## config.mk

```make
export PLATFORM = sky130hd
export DESIGN_NAME = gptu_unit
export DESIGN_NICKNAME = d
export VERILOG_FILES = /design/src/inc/gptu_pkg.sv /design/src/logic/gptu_timer.sv /design/src/logic/gptu_unit.sv
export SDC_FILE = /design/constraint.sdc
export NUM_CORES = 1
export LEC_CHECK = 0
export BUFFER_PORTS_ARGS = -buffer_cell sky130_fd_sc_hd__buf_2
export CAP_MARGIN = 20
export CORE_MARGIN = 5
export CORE_UTILIZATION = 35
export DETAILED_ROUTE_END_ITERATION = 7
export GPL_TIMING_DRIVEN = 0
export HOLD_SLACK_MARGIN = 0.03
export SLEW_MARGIN = 20
export SYNTH_ARGS = -nofsm -noshare
export SYNTH_HDL_FRONTEND = slang
export SYNTH_HIERARCHICAL = 1
export SYNTH_SLANG_ARGS = --single-unit
```

## constraint.sdc

```tcl
create_clock -name pclk -period 4.6 [get_ports pclk]
set_input_delay 0.69 -clock pclk [delete_from_list [all_inputs] [get_ports pclk]]
set_output_delay 0.69 -clock pclk [all_outputs]
set_load 0.005 [all_outputs]
```

## src/inc/gptu_pkg.sv

```systemverilog
// Constants shared by the general purpose timer unit.
package gptu_pkg;
	localparam int GPTU_W = 16;
	localparam int GPTU_NT = 5;
	localparam int GPTU_PRE_W = 10;
	// Timer indices.
	localparam int IDX_AUX_LOW = 0;
	localparam int IDX_CORE_FIRST = 1;
	localparam int IDX_AUX_HIGH = 2;
	localparam int IDX_AUX_SECOND = 3;
	localparam int IDX_CORE_SECOND = 4;
	localparam int FIRST_MODULE_COUNT = 3;
	// Prescaler base shifts: first module 8 (2^3), second module 4 (2^2).
	localparam logic [3:0] FIRST_PRE_SHIFT = 4'h3;
	localparam logic [3:0] SECOND_PRE_SHIFT = 4'h2;
	// Byte offsets of the APB registers.
	localparam logic [7:0] OFF_CTRL_BASE = 8'h00;
	localparam logic [7:0] OFF_CNT_BASE = 8'h20;
	localparam logic [7:0] OFF_CAPTURE_RELOAD = 8'h40;
	localparam logic [7:0] OFF_CAPCFG = 8'h44;
	localparam logic [7:0] OFF_STATUS = 8'h48;
	// Timer control fields.
	localparam int F_PRE_LO = 0;
	localparam int F_MODE_LO = 3;
	localparam int F_RUN = 6;
	localparam int F_DOWN = 7;
	localparam int F_EXTDIR = 8;
	localparam int F_GATE_LOW = 9;
	localparam int F_EDGE_LO = 10;
	localparam int CTRL_W = 12;
	localparam logic [CTRL_W-1:0] CTRL_RESET = 12'h000;
	// Capture configuration fields.
	localparam int C_EDGE_LO = 0;
	localparam int C_CLEAR = 2;
	localparam int C_TRIG_CNT = 3;
	localparam int C_TRIG_DIR = 4;
	localparam int C_RELOAD = 5;
	localparam int CFG_W = 6;
	localparam logic [CFG_W-1:0] CFG_RESET = 6'h00;
	typedef enum logic [2:0] {
		MODE_TIMER = 3'b000,
		MODE_COUNTER = 3'b001,
		MODE_GATED = 3'b010,
		MODE_INCR = 3'b011,
		MODE_RELOAD = 3'b100,
		MODE_CAPTURE = 3'b101,
		MODE_CONCAT = 3'b110
	} gptu_mode_t;
endpackage

```

## src/logic/gptu_timer.sv

```systemverilog
// One 16-bit up/down timer cell with load and wrap detection.
`timescale 1ns/10ps
module gptu_timer #(
	parameter int WIDTH = 16
) (
	input wire logic pclk,
	input wire logic presetn,
	input wire logic tick,
	input wire logic up,
	input wire logic load,
	input wire logic [WIDTH-1:0] load_val,
	output logic [WIDTH-1:0] value,
	output logic wrap
);
	logic [WIDTH-1:0] cnt_reg;

	// A count step that leaves all ones upward or zero downward wraps.
	// The wrap ignores load, since the reload it triggers drives load.
	// wrap detection
	assign wrap = tick &&
		(up ? (cnt_reg == {WIDTH{1'b1}}) : (cnt_reg == '0));
	assign value = cnt_reg;

	// Load takes priority over counting.
	always_ff @(posedge pclk or negedge presetn) begin
		if (!presetn) begin
			cnt_reg <= '0;
		end else if (load) begin
			cnt_reg <= load_val;
		end else if (tick) begin
			cnt_reg <= up ? cnt_reg + 1'b1 : cnt_reg - 1'b1;
		end
	end
endmodule

```

## src/logic/gptu_unit.sv

```systemverilog
// General purpose timer unit: two timer modules behind an APB slave.
//
// Decided for this implementation: the APB register port and the address map.
`timescale 1ns/10ps
module gptu_unit #(
	parameter int NT = gptu_pkg::GPTU_NT
) (
	input wire logic pclk,
	input wire logic presetn,
	input wire logic psel,
	input wire logic penable,
	input wire logic pwrite,
	input wire logic [7:0] paddr,
	input wire logic [31:0] pwdata,
	output logic [31:0] prdata,
	output logic pready,
	output logic pslverr,
	input wire logic [NT-1:0] count_gate_input_pin,
	input wire logic [NT-1:0] external_direction_pin,
	input wire logic capture_trigger_pin,
	output logic toggle_output_pin,
	output logic second_core_toggle_pin,
	output logic compare_clock_pulse
);
	import gptu_pkg::*;

	logic [CTRL_W-1:0] ctrl_reg [NT];
	logic [CFG_W-1:0] cfg_reg;
	logic [GPTU_W-1:0] capture_reload_register;
	logic [GPTU_PRE_W-1:0] pre_reg;
	logic output_toggle_latch, second_core_toggle_latch;
	logic tl_first_d_reg, tl_second_d_reg;
	logic [NT:0] s1_reg, s2_reg, s3_reg, filt_reg, filt_d_reg;
	logic [NT-1:0] e1_reg, e2_reg, e3_reg, efilt_reg, efilt_d_reg;
	logic [NT-1:0] tick, up, load, wrap, wr_cnt;
	logic [GPTU_W-1:0] load_val [NT];
	logic [GPTU_W-1:0] cnt [NT];
	logic cap_ev;
	logic wr_en, setup;

	// Prescaler tick when the low shift bits of the divider are all ones.
	function automatic logic pre_tick(input logic [GPTU_PRE_W-1:0] c,
		input logic [3:0] sh);
		logic [GPTU_PRE_W-1:0] m;
		m = ~({GPTU_PRE_W{1'b1}} << sh);
		return (c & m) == m;
	endfunction

	// Edge select: bit 0 rising, bit 1 falling.
	function automatic logic edge_hit(input logic prev, input logic cur,
		input logic [1:0] sel);
		return (sel[0] && !prev && cur) || (sel[1] && prev && !cur);
	endfunction

	// Free running divider shared by all prescalers.
	always_ff @(posedge pclk or negedge presetn) begin
		if (!presetn) begin
			pre_reg <= '0;
		end else begin
			pre_reg <= pre_reg + 1'b1;
		end
	end

	// Pins pass three flops; a level is taken once stages two and three agree.
	always_ff @(posedge pclk or negedge presetn) begin
		if (!presetn) begin
			s1_reg <= '0;
			s2_reg <= '0;
			s3_reg <= '0;
			filt_reg <= '0;
			filt_d_reg <= '0;
			e1_reg <= '0;
			e2_reg <= '0;
			e3_reg <= '0;
			efilt_reg <= '0;
			efilt_d_reg <= '0;
		end else begin
			s1_reg <= {capture_trigger_pin, count_gate_input_pin};
			s2_reg <= s1_reg;
			s3_reg <= s2_reg;
			// Agreeing stages set the level; a disagreement holds it.
			filt_reg <= (s3_reg & ~(s2_reg ^ s3_reg)) |
				(filt_reg & (s2_reg ^ s3_reg));
			filt_d_reg <= filt_reg;
			e1_reg <= external_direction_pin;
			e2_reg <= e1_reg;
			e3_reg <= e2_reg;
			efilt_reg <= (s3_eq(e2_reg, e3_reg) & e3_reg) |
				(~s3_eq(e2_reg, e3_reg) & efilt_reg);
			efilt_d_reg <= efilt_reg;
		end
	end

	function automatic logic [NT-1:0] s3_eq(input logic [NT-1:0] a,
		input logic [NT-1:0] b);
		return ~(a ^ b);
	endfunction

	// Per-timer clock source, direction and load selection.
	always_comb begin
		logic [CTRL_W-1:0] c;
		logic [3:0] sh;
		logic ev, a_ev, b_ev, tl_ev, gate;
		c = '0;
		sh = '0;
		ev = 1'b0;
		a_ev = 1'b0;
		b_ev = 1'b0;
		tl_ev = 1'b0;
		gate = 1'b0;
		for (int i = 0; i < NT; i++) begin
			c = ctrl_reg[i];
			sh = (i < FIRST_MODULE_COUNT ? FIRST_PRE_SHIFT : SECOND_PRE_SHIFT)
				+ {1'b0, c[F_PRE_LO +: 3]};
			ev = edge_hit(filt_d_reg[i], filt_reg[i], c[F_EDGE_LO +: 2]);
			a_ev = filt_d_reg[i] != filt_reg[i];
			b_ev = efilt_d_reg[i] != efilt_reg[i];
			tl_ev = (i < FIRST_MODULE_COUNT) ?
				(output_toggle_latch != tl_first_d_reg) :
				(second_core_toggle_latch != tl_second_d_reg);
			gate = filt_reg[i] ^ c[F_GATE_LOW];
			case (gptu_mode_t'(c[F_MODE_LO +: 3]))
				MODE_TIMER: tick[i] = pre_tick(pre_reg, sh);
				MODE_COUNTER: tick[i] = ev;
				MODE_GATED: tick[i] = pre_tick(pre_reg, sh) && gate;
				MODE_INCR: tick[i] = a_ev || b_ev;
				MODE_CONCAT: tick[i] = tl_ev && i != IDX_CORE_FIRST &&
					i != IDX_CORE_SECOND;
				default: tick[i] = 1'b0;
			endcase
			tick[i] = tick[i] && c[F_RUN];
			up[i] = !(c[F_DOWN] ^ (c[F_EXTDIR] && efilt_reg[i]));
			if (gptu_mode_t'(c[F_MODE_LO +: 3]) == MODE_INCR) begin
				up[i] = a_ev ? (filt_reg[i] != efilt_reg[i]) :
					(filt_reg[i] == efilt_reg[i]);
			end
			load[i] = wr_cnt[i];
			load_val[i] = pwdata[GPTU_W-1:0];
			// aux captures core on own pin edge
			if (!wr_cnt[i] && i < FIRST_MODULE_COUNT && i != IDX_CORE_FIRST &&
				gptu_mode_t'(c[F_MODE_LO +: 3]) == MODE_CAPTURE && ev) begin
				load[i] = 1'b1;
				load_val[i] = cnt[IDX_CORE_FIRST];
			end
		end
		if (!wr_cnt[IDX_CORE_FIRST] && wrap[IDX_CORE_FIRST]) begin
			if (gptu_mode_t'(ctrl_reg[IDX_AUX_LOW][F_MODE_LO +: 3]) ==
				MODE_RELOAD) begin
				load[IDX_CORE_FIRST] = 1'b1;
				load_val[IDX_CORE_FIRST] = cnt[IDX_AUX_LOW];
			end else if (gptu_mode_t'(ctrl_reg[IDX_AUX_HIGH][F_MODE_LO +: 3])
				== MODE_RELOAD) begin
				load[IDX_CORE_FIRST] = 1'b1;
				load_val[IDX_CORE_FIRST] = cnt[IDX_AUX_HIGH];
			end
		end
		// reload second core from capture register
		if (!wr_cnt[IDX_CORE_SECOND] && wrap[IDX_CORE_SECOND] &&
			cfg_reg[C_RELOAD]) begin
			load[IDX_CORE_SECOND] = 1'b1;
			load_val[IDX_CORE_SECOND] = capture_reload_register;
		end
		if (!wr_cnt[IDX_AUX_SECOND] && cap_ev && cfg_reg[C_CLEAR]) begin
			load[IDX_AUX_SECOND] = 1'b1;
			load_val[IDX_AUX_SECOND] = '0;
		end
	end

	assign cap_ev = edge_hit(filt_d_reg[NT], filt_reg[NT],
		cfg_reg[C_EDGE_LO +: 2]) ||
		(cfg_reg[C_TRIG_CNT] &&
		filt_d_reg[IDX_CORE_FIRST] != filt_reg[IDX_CORE_FIRST]) ||
		(cfg_reg[C_TRIG_DIR] &&
		efilt_d_reg[IDX_CORE_FIRST] != efilt_reg[IDX_CORE_FIRST]);

	genvar g;
	generate
		for (g = 0; g < NT; g++) begin : g_tmr
			gptu_timer #(.WIDTH(GPTU_W)) u_tmr (
				.pclk(pclk),
				.presetn(presetn),
				.tick(tick[g]),
				.up(up[g]),
				.load(load[g]),
				.load_val(load_val[g]),
				.value(cnt[g]),
				.wrap(wrap[g])
			);
		end
	endgenerate

	// Toggle latches, their delayed copies and the compare clock pulse.
	always_ff @(posedge pclk or negedge presetn) begin
		if (!presetn) begin
			output_toggle_latch <= 1'b0;
			second_core_toggle_latch <= 1'b0;
			tl_first_d_reg <= 1'b0;
			tl_second_d_reg <= 1'b0;
			toggle_output_pin <= 1'b0;
			second_core_toggle_pin <= 1'b0;
			compare_clock_pulse <= 1'b0;
		end else begin
			output_toggle_latch <= output_toggle_latch ^ wrap[IDX_CORE_FIRST];
			second_core_toggle_latch <= second_core_toggle_latch ^
				wrap[IDX_CORE_SECOND];
			tl_first_d_reg <= output_toggle_latch;
			tl_second_d_reg <= second_core_toggle_latch;
			toggle_output_pin <= output_toggle_latch ^ wrap[IDX_CORE_FIRST];
			second_core_toggle_pin <= second_core_toggle_latch ^
				wrap[IDX_CORE_SECOND];
			compare_clock_pulse <= wrap[IDX_CORE_SECOND];
		end
	end

	// copy aux timer into capture register
	always_ff @(posedge pclk or negedge presetn) begin
		if (!presetn) begin
			capture_reload_register <= '0;
		end else if (wr_en && paddr == OFF_CAPTURE_RELOAD) begin
			capture_reload_register <= pwdata[GPTU_W-1:0];
		end else if (cap_ev) begin
			capture_reload_register <= cnt[IDX_AUX_SECOND];
		end
	end

	// APB decode: zero wait states, unmapped access flagged.
	assign setup = psel && !penable;
	assign wr_en = psel && penable && pwrite;
	always_comb begin
		for (int i = 0; i < NT; i++) begin
			wr_cnt[i] = wr_en && paddr == OFF_CNT_BASE + 8'(4 * i);
		end
	end

	function automatic logic mapped(input logic [7:0] a);
		return (a < OFF_CTRL_BASE + 8'(4 * NT) && a[1:0] == 2'b00) ||
			(a >= OFF_CNT_BASE && a < OFF_CNT_BASE + 8'(4 * NT) &&
			a[1:0] == 2'b00) || a == OFF_CAPTURE_RELOAD ||
			a == OFF_CAPCFG ||
			a == OFF_STATUS;
	endfunction

	// Control and configuration writes.
	always_ff @(posedge pclk or negedge presetn) begin
		if (!presetn) begin
			for (int i = 0; i < NT; i++) begin
				ctrl_reg[i] <= CTRL_RESET;
			end
			cfg_reg <= CFG_RESET;
		end else if (wr_en) begin
			for (int i = 0; i < NT; i++) begin
				if (paddr == OFF_CTRL_BASE + 8'(4 * i)) begin
					ctrl_reg[i] <= pwdata[CTRL_W-1:0];
				end
			end
			if (paddr == OFF_CAPCFG) begin
				cfg_reg <= pwdata[CFG_W-1:0];
			end
		end
	end

	// Read data and error are set up in the setup cycle.
	always_ff @(posedge pclk or negedge presetn) begin
		if (!presetn) begin
			prdata <= '0;
			pready <= 1'b0;
			pslverr <= 1'b0;
		end else begin
			pready <= 1'b1;
			if (setup) begin
				pslverr <= !mapped(paddr);
				prdata <= '0;
				for (int i = 0; i < NT; i++) begin
					if (paddr == OFF_CTRL_BASE + 8'(4 * i)) begin
						prdata <= {20'h00000, ctrl_reg[i]};
					end
					if (paddr == OFF_CNT_BASE + 8'(4 * i)) begin
						prdata <= {16'h0000, cnt[i]};
					end
				end
				if (paddr == OFF_CAPTURE_RELOAD) begin
					prdata <= {16'h0000, capture_reload_register};
				end
				if (paddr == OFF_CAPCFG) begin
					prdata <= {26'h0000000, cfg_reg};
				end
				if (paddr == OFF_STATUS) begin
					prdata <= {30'h00000000, second_core_toggle_latch,
						output_toggle_latch};
				end
			end
		end
	end
endmodule

```

* Yosys cells after proc, flatten, opt, wreduce, memory -nomap -nowiden
Index checks and enable logic that the tools add are counted. Widths: inputs -> output; s select.
Word-level totals: bits in writable memories 0, input bits 56, memories 0, bits in latches 0, output and inout port bits 37, logic and storage cells 338, flip-flop bits (word level) 266, ROM bits 0
Cells by class: bitwise operators 33, multiply operators 0, order comparisons 3, shift operators 5, reduce and logical (&&, ||, !) cells 126, add/subtract/negate cells 16, divide/modulo/power cells 0, multiplexer cells 61, eq/ne operators 63
Operator list (number):
- $mux 16 | 24
- $mux 32 | 12
- $add 16x1->16 const B | 5
- $sub 16x1->16 const B | 5
- $logic_and 1x1->1 | 64
- $and 10x10->10 | 5
- $eq 10x10->1 | 5
- $not 10->10 | 5
- $shl 10x4->10 const A | 5
- $eq 8x6->1 const B | 5
- $eq 16x16->1 const B | 2
- $logic_not 16->1 | 2
- $eq 3x2->1 const B | 10
- $eq 8x7->1 const B | 3
- $logic_not 1->1 | 24
- $eq 3x3->1 const B | 7
- $add 2x3->4 const A | 5
- $mux 1 | 19
- $logic_or 1x1->1 | 17
- $ne 1x1->1 | 17
- $eq 8x4->1 const B | 2
- $eq 3x1->1 const B | 5
- $logic_not 3->1 | 5
- $pmux 1 s5 | 3
- 22 further kinds | 51

* Longest topological paths before layout
depth after elaboration 14, depth in mapped cells 19, mapped depth without buffers 16

* By module
The synthesis kept the hierarchy.
Modules (own cells, without submodules):
- gptu_unit | area an instance 10308.6 µm², cells an instance 1050, seq. area each 4254.1 µm², times used 1
- gptu_timer at g_tmr[0].u_tmr ... | area an instance 1547.7 µm², cells an instance 185, seq. area each 400.4 µm², times used 4
- gptu_timer at g_tmr[4].u_tmr | area an instance 1580.3 µm², cells an instance 187, seq. area each 400.4 µm², times used 1

* Worst setup path after synthesis
OpenSTA, ideal clock, no wires.
path type register to register, start point register pre_reg[5], end point register g_tmr[1].u_tmr.cnt_reg[12], buffers on the path 4, cell stages (with the launch flop) 17, setup time 0.124 ns, period minus slack after synthesis 3.977 ns, slack 0.623 ns, required time 4.476 ns, data arrival time 3.853 ns, cells stage by stage dfrtp_1 > clkbuf_1 > and3_1 > o21ai_0 > a221o_1 > a2111oi_0 > o311a_1 > buf_1 > buf_2 > nor2b_1 > o21ai_0 > a31oi_1 > clkbuf_1 > a21oi_1 > nand2_1 > o21ai_0 > a211o_1
RTL lines:
- start, declared | line gptu_unit.sv:30 | logic [GPTU_PRE_W-1:0] pre_reg;
- start signal, assigned | line gptu_unit.sv:60 | pre_reg <= pre_reg + 1'b1;
- end signal, assigned | line gptu_timer.sv:29 | cnt_reg <= load_val;
- end signal, assigned | line gptu_timer.sv:31 | cnt_reg <= up ? cnt_reg + 1'b1 : cnt_reg - 1'b1;
- end, declared | line gptu_timer.sv:15 | logic [WIDTH-1:0] cnt_reg;

==> results.cfg <==
[outcome]
status = complete, no violations

[route]
vias = 15712
routedWlPerCell_um = 22.84
drc = 0
antenna_left = 0
drt_iter0_markers = 1525
wl_um = 62660
via_per_inst = 5.726
firstDrtPassIters = 5

[clock_network]
cts_root_buffer = clkbuf_16
h-tree-depth = 1
holdBufCountCts = 0
clk_latency_ps = 610
numCtsBuffers = 31
path_clk_slew_ps = 60
cts.sinks = 250
cts_tree = done
cts_buffer_depth = 3

[power]
seqPwrFrac = 0.414
power.leakage_nw = 8.558
ir_drop_v = 0.0002352
swShare = 0.3125
intPower_mw = 4.268
p_switching_mw = 1.940
clockPowerShare = 0.401
pwr_density_cell_mw_per_mm2 = 307.3
pwr-share-comb = 0.185

[grt]
antenna_found_initial = 3
gr-total-overflow = 0
grtUsageTotal = 0.2167
grt_pass1_wl_um = 95210
grt_pass1_vias = 15352
grt_max_degree = 93

[die]
die_h_um = 235.8
io_pins = 93
die_w_um = 235.8
num_rows = 82
core_area_mm2 = 0.05027
die-area_mm2 = 0.05561
initial_core_util = 0.3550

[layout]
largest_reg_flops = 80
n_fill_cell = 5074
drive_above_1_share = 0.1647
area_delta_synth_final_pct = 13.17
fin_util = 0.4018
nets = 2194

[sta]
slew_viol_final = 0
relSlewSlack = 0.2635
skew_ps = 28.61
max_freq_mhz = 222.5
holdWs_ps = 65.59
worst_pin_slew_ps = 1093
rsz0062_at_grt = no
final-hold-violation-count = 0
timing.final.crit_share = 0.9769
report.final.setup_viol = 0
min_period_ps = 4494

[worst_setup_path]
cp_data_arrival_time_ps = 4980
critPathKind = reg -> reg
end_kind = register
crit_slowest_cell = nor3b_1
crit_fanout = 10
critical_path.top_delay_family = simple AND/OR/NAND/NOR gates
crit_chain = inv_1 -> a21o_1 -> maj3_1 -> o22ai_1 -> a41oi_1 -> nor3b_1 -> buf_6 -> inv_1 -> nor2_1 -> nand2_1 -> a21oi_4 -> buf_6 -> mux2_4 -> a21oi_1 -> nand3b_1
cp-start-kind = register
max_stage_delay_ps = 720
cp.required_ps = 5080
worst-path-buf-inv = 4

[min_path]
min_path_type = in -> async

[logic_synthesis]
synth_area_mm2 = 0.01785
netlist_instances = 1938
synth.avg_cell_area_um2 = 9.209
ys_warn_count = 6

[run]
cap_viol_max_count = 0

[place]
port_buffers = 58
dp_hpwl_um = 47530
gp_congestion = 1.003
layer usage:
layer,wire length (µm),up-vias,track usage
met2,28020,612,0.3448
li1,-,7240,-
met3,4069,146,0.03341
met4,2571,2,0.07917
met1,27990,7712,0.3006
met5,11,-,0
layout by cell type (no fill, tap or decap), types with 62 or more instances in the layout:
| cell type | count |
|---|---|
| o21ai_0 | 184 |
| a21oi_1 | 138 |
| inv_1 | 62 |
| mux2i_1 | 96 |
| dfrtp_1 | 249 |
| ha_1 | 87 |
| buf_2 | 79 |
| nor2_1 | 119 |
| mux2_2 | 98 |
| nand2_1 | 181 |
stage by stage:
step / worst slack [ps] / area [µm²] / std cells / TNS [ps] / total power [mW]
4_1_cts: 50.85 / 20170 / 2741 / 0 / 6.212
3_3_place_gp: -1865 / 19030 / 2683 / -475790 / 3.692
6_report: 106.0 / 20200 / 2744 / 0 / 6.207
5_1_grt: 14.44 / 20200 / 2743 / 0 / 6.466
3_5_place_dp: -1361 / 19100 / 2685 / -19150 / 3.727
2_1_floorplan: 623.0 / 17900 / 1953 / 0 / 3.312
power by group through the flow:
stage / Sequential [mW] / Combinational, mW / Clock (mW)
after global placement: 2.60 / 1.09 / 0
after detailed placement: 2.60 / 1.13 / 0
final: 2.57 / 1.15 / 2.49
after CTS: 2.56 / 1.13 / 2.52
after global routing: 2.58 / 1.27 / 2.61
after floorplan: 2.50 / 0.816 / 0
worst register-to-register path: cells and delay by family, from the launching register on:
family	cells	cell delay [ps]
AOI/OAI and AO/OA	5	1040
adders and majority gates	1	340
buffers and inverters	4	780
DFF	1	540
muxes	1	340
and+or+nand+nor	4	1330
what timing repair did:
action                     4_1_cts  5_1_grt
pin swaps                        1        0
setup endpoints to repair       16       15
hold endpoints to repair         0        0
gates cloned                     0        0
gates resized for setup         10        5
buffers inserted                 1        1
path summary, 6_finish.rpt:
| check | startpoint | end | slack [ps] | depth (start not counted) |
|---|---|---|---|---|
| max | pre_reg[0] | g_tmr[4].u_tmr/value[12] | 110 | 15 |
| min | presetn | g_tmr[1].u_tmr/value[12] | 70 | 1 |
| max reg2reg | pre_reg[0] | g_tmr[4].u_tmr/value[12] | 110 | 15 |
| min reg2reg | s1_reg[3] | s2_reg[3] | 340 | 0 |
| max in group asynchronous | presetn | g_tmr[2].u_tmr/value[11] | 3630 | 2 |
| min in group pclk | count_gate_input_pin[4] | s1_reg[4] | 190 | 1 |
area by class of cell:
| type | count | area [µm²] | area share |
|---|---|---|---|
| Inverter | 63 | 236.5 | 0.01171 |
| Tap cell | 672 | 840.8 | 0.04163 |
| Multi-Input combinational cell | 1519 | 10830 | 0.5363 |
| Buffer | 119 | 620.6 | 0.03073 |
| Clock buffer | 39 | 855.8 | 0.04237 |
| Timing Repair Buffer | 62 | 370.4 | 0.01834 |
| Clock inverter | 18 | 180.2 | 0.008920 |
| Antenna cell | 2 | 5.005 | 0.0002478 |
| Sequential cell | 250 | 6257 | 0.3098 |
(Power assumes the default switching activity.)
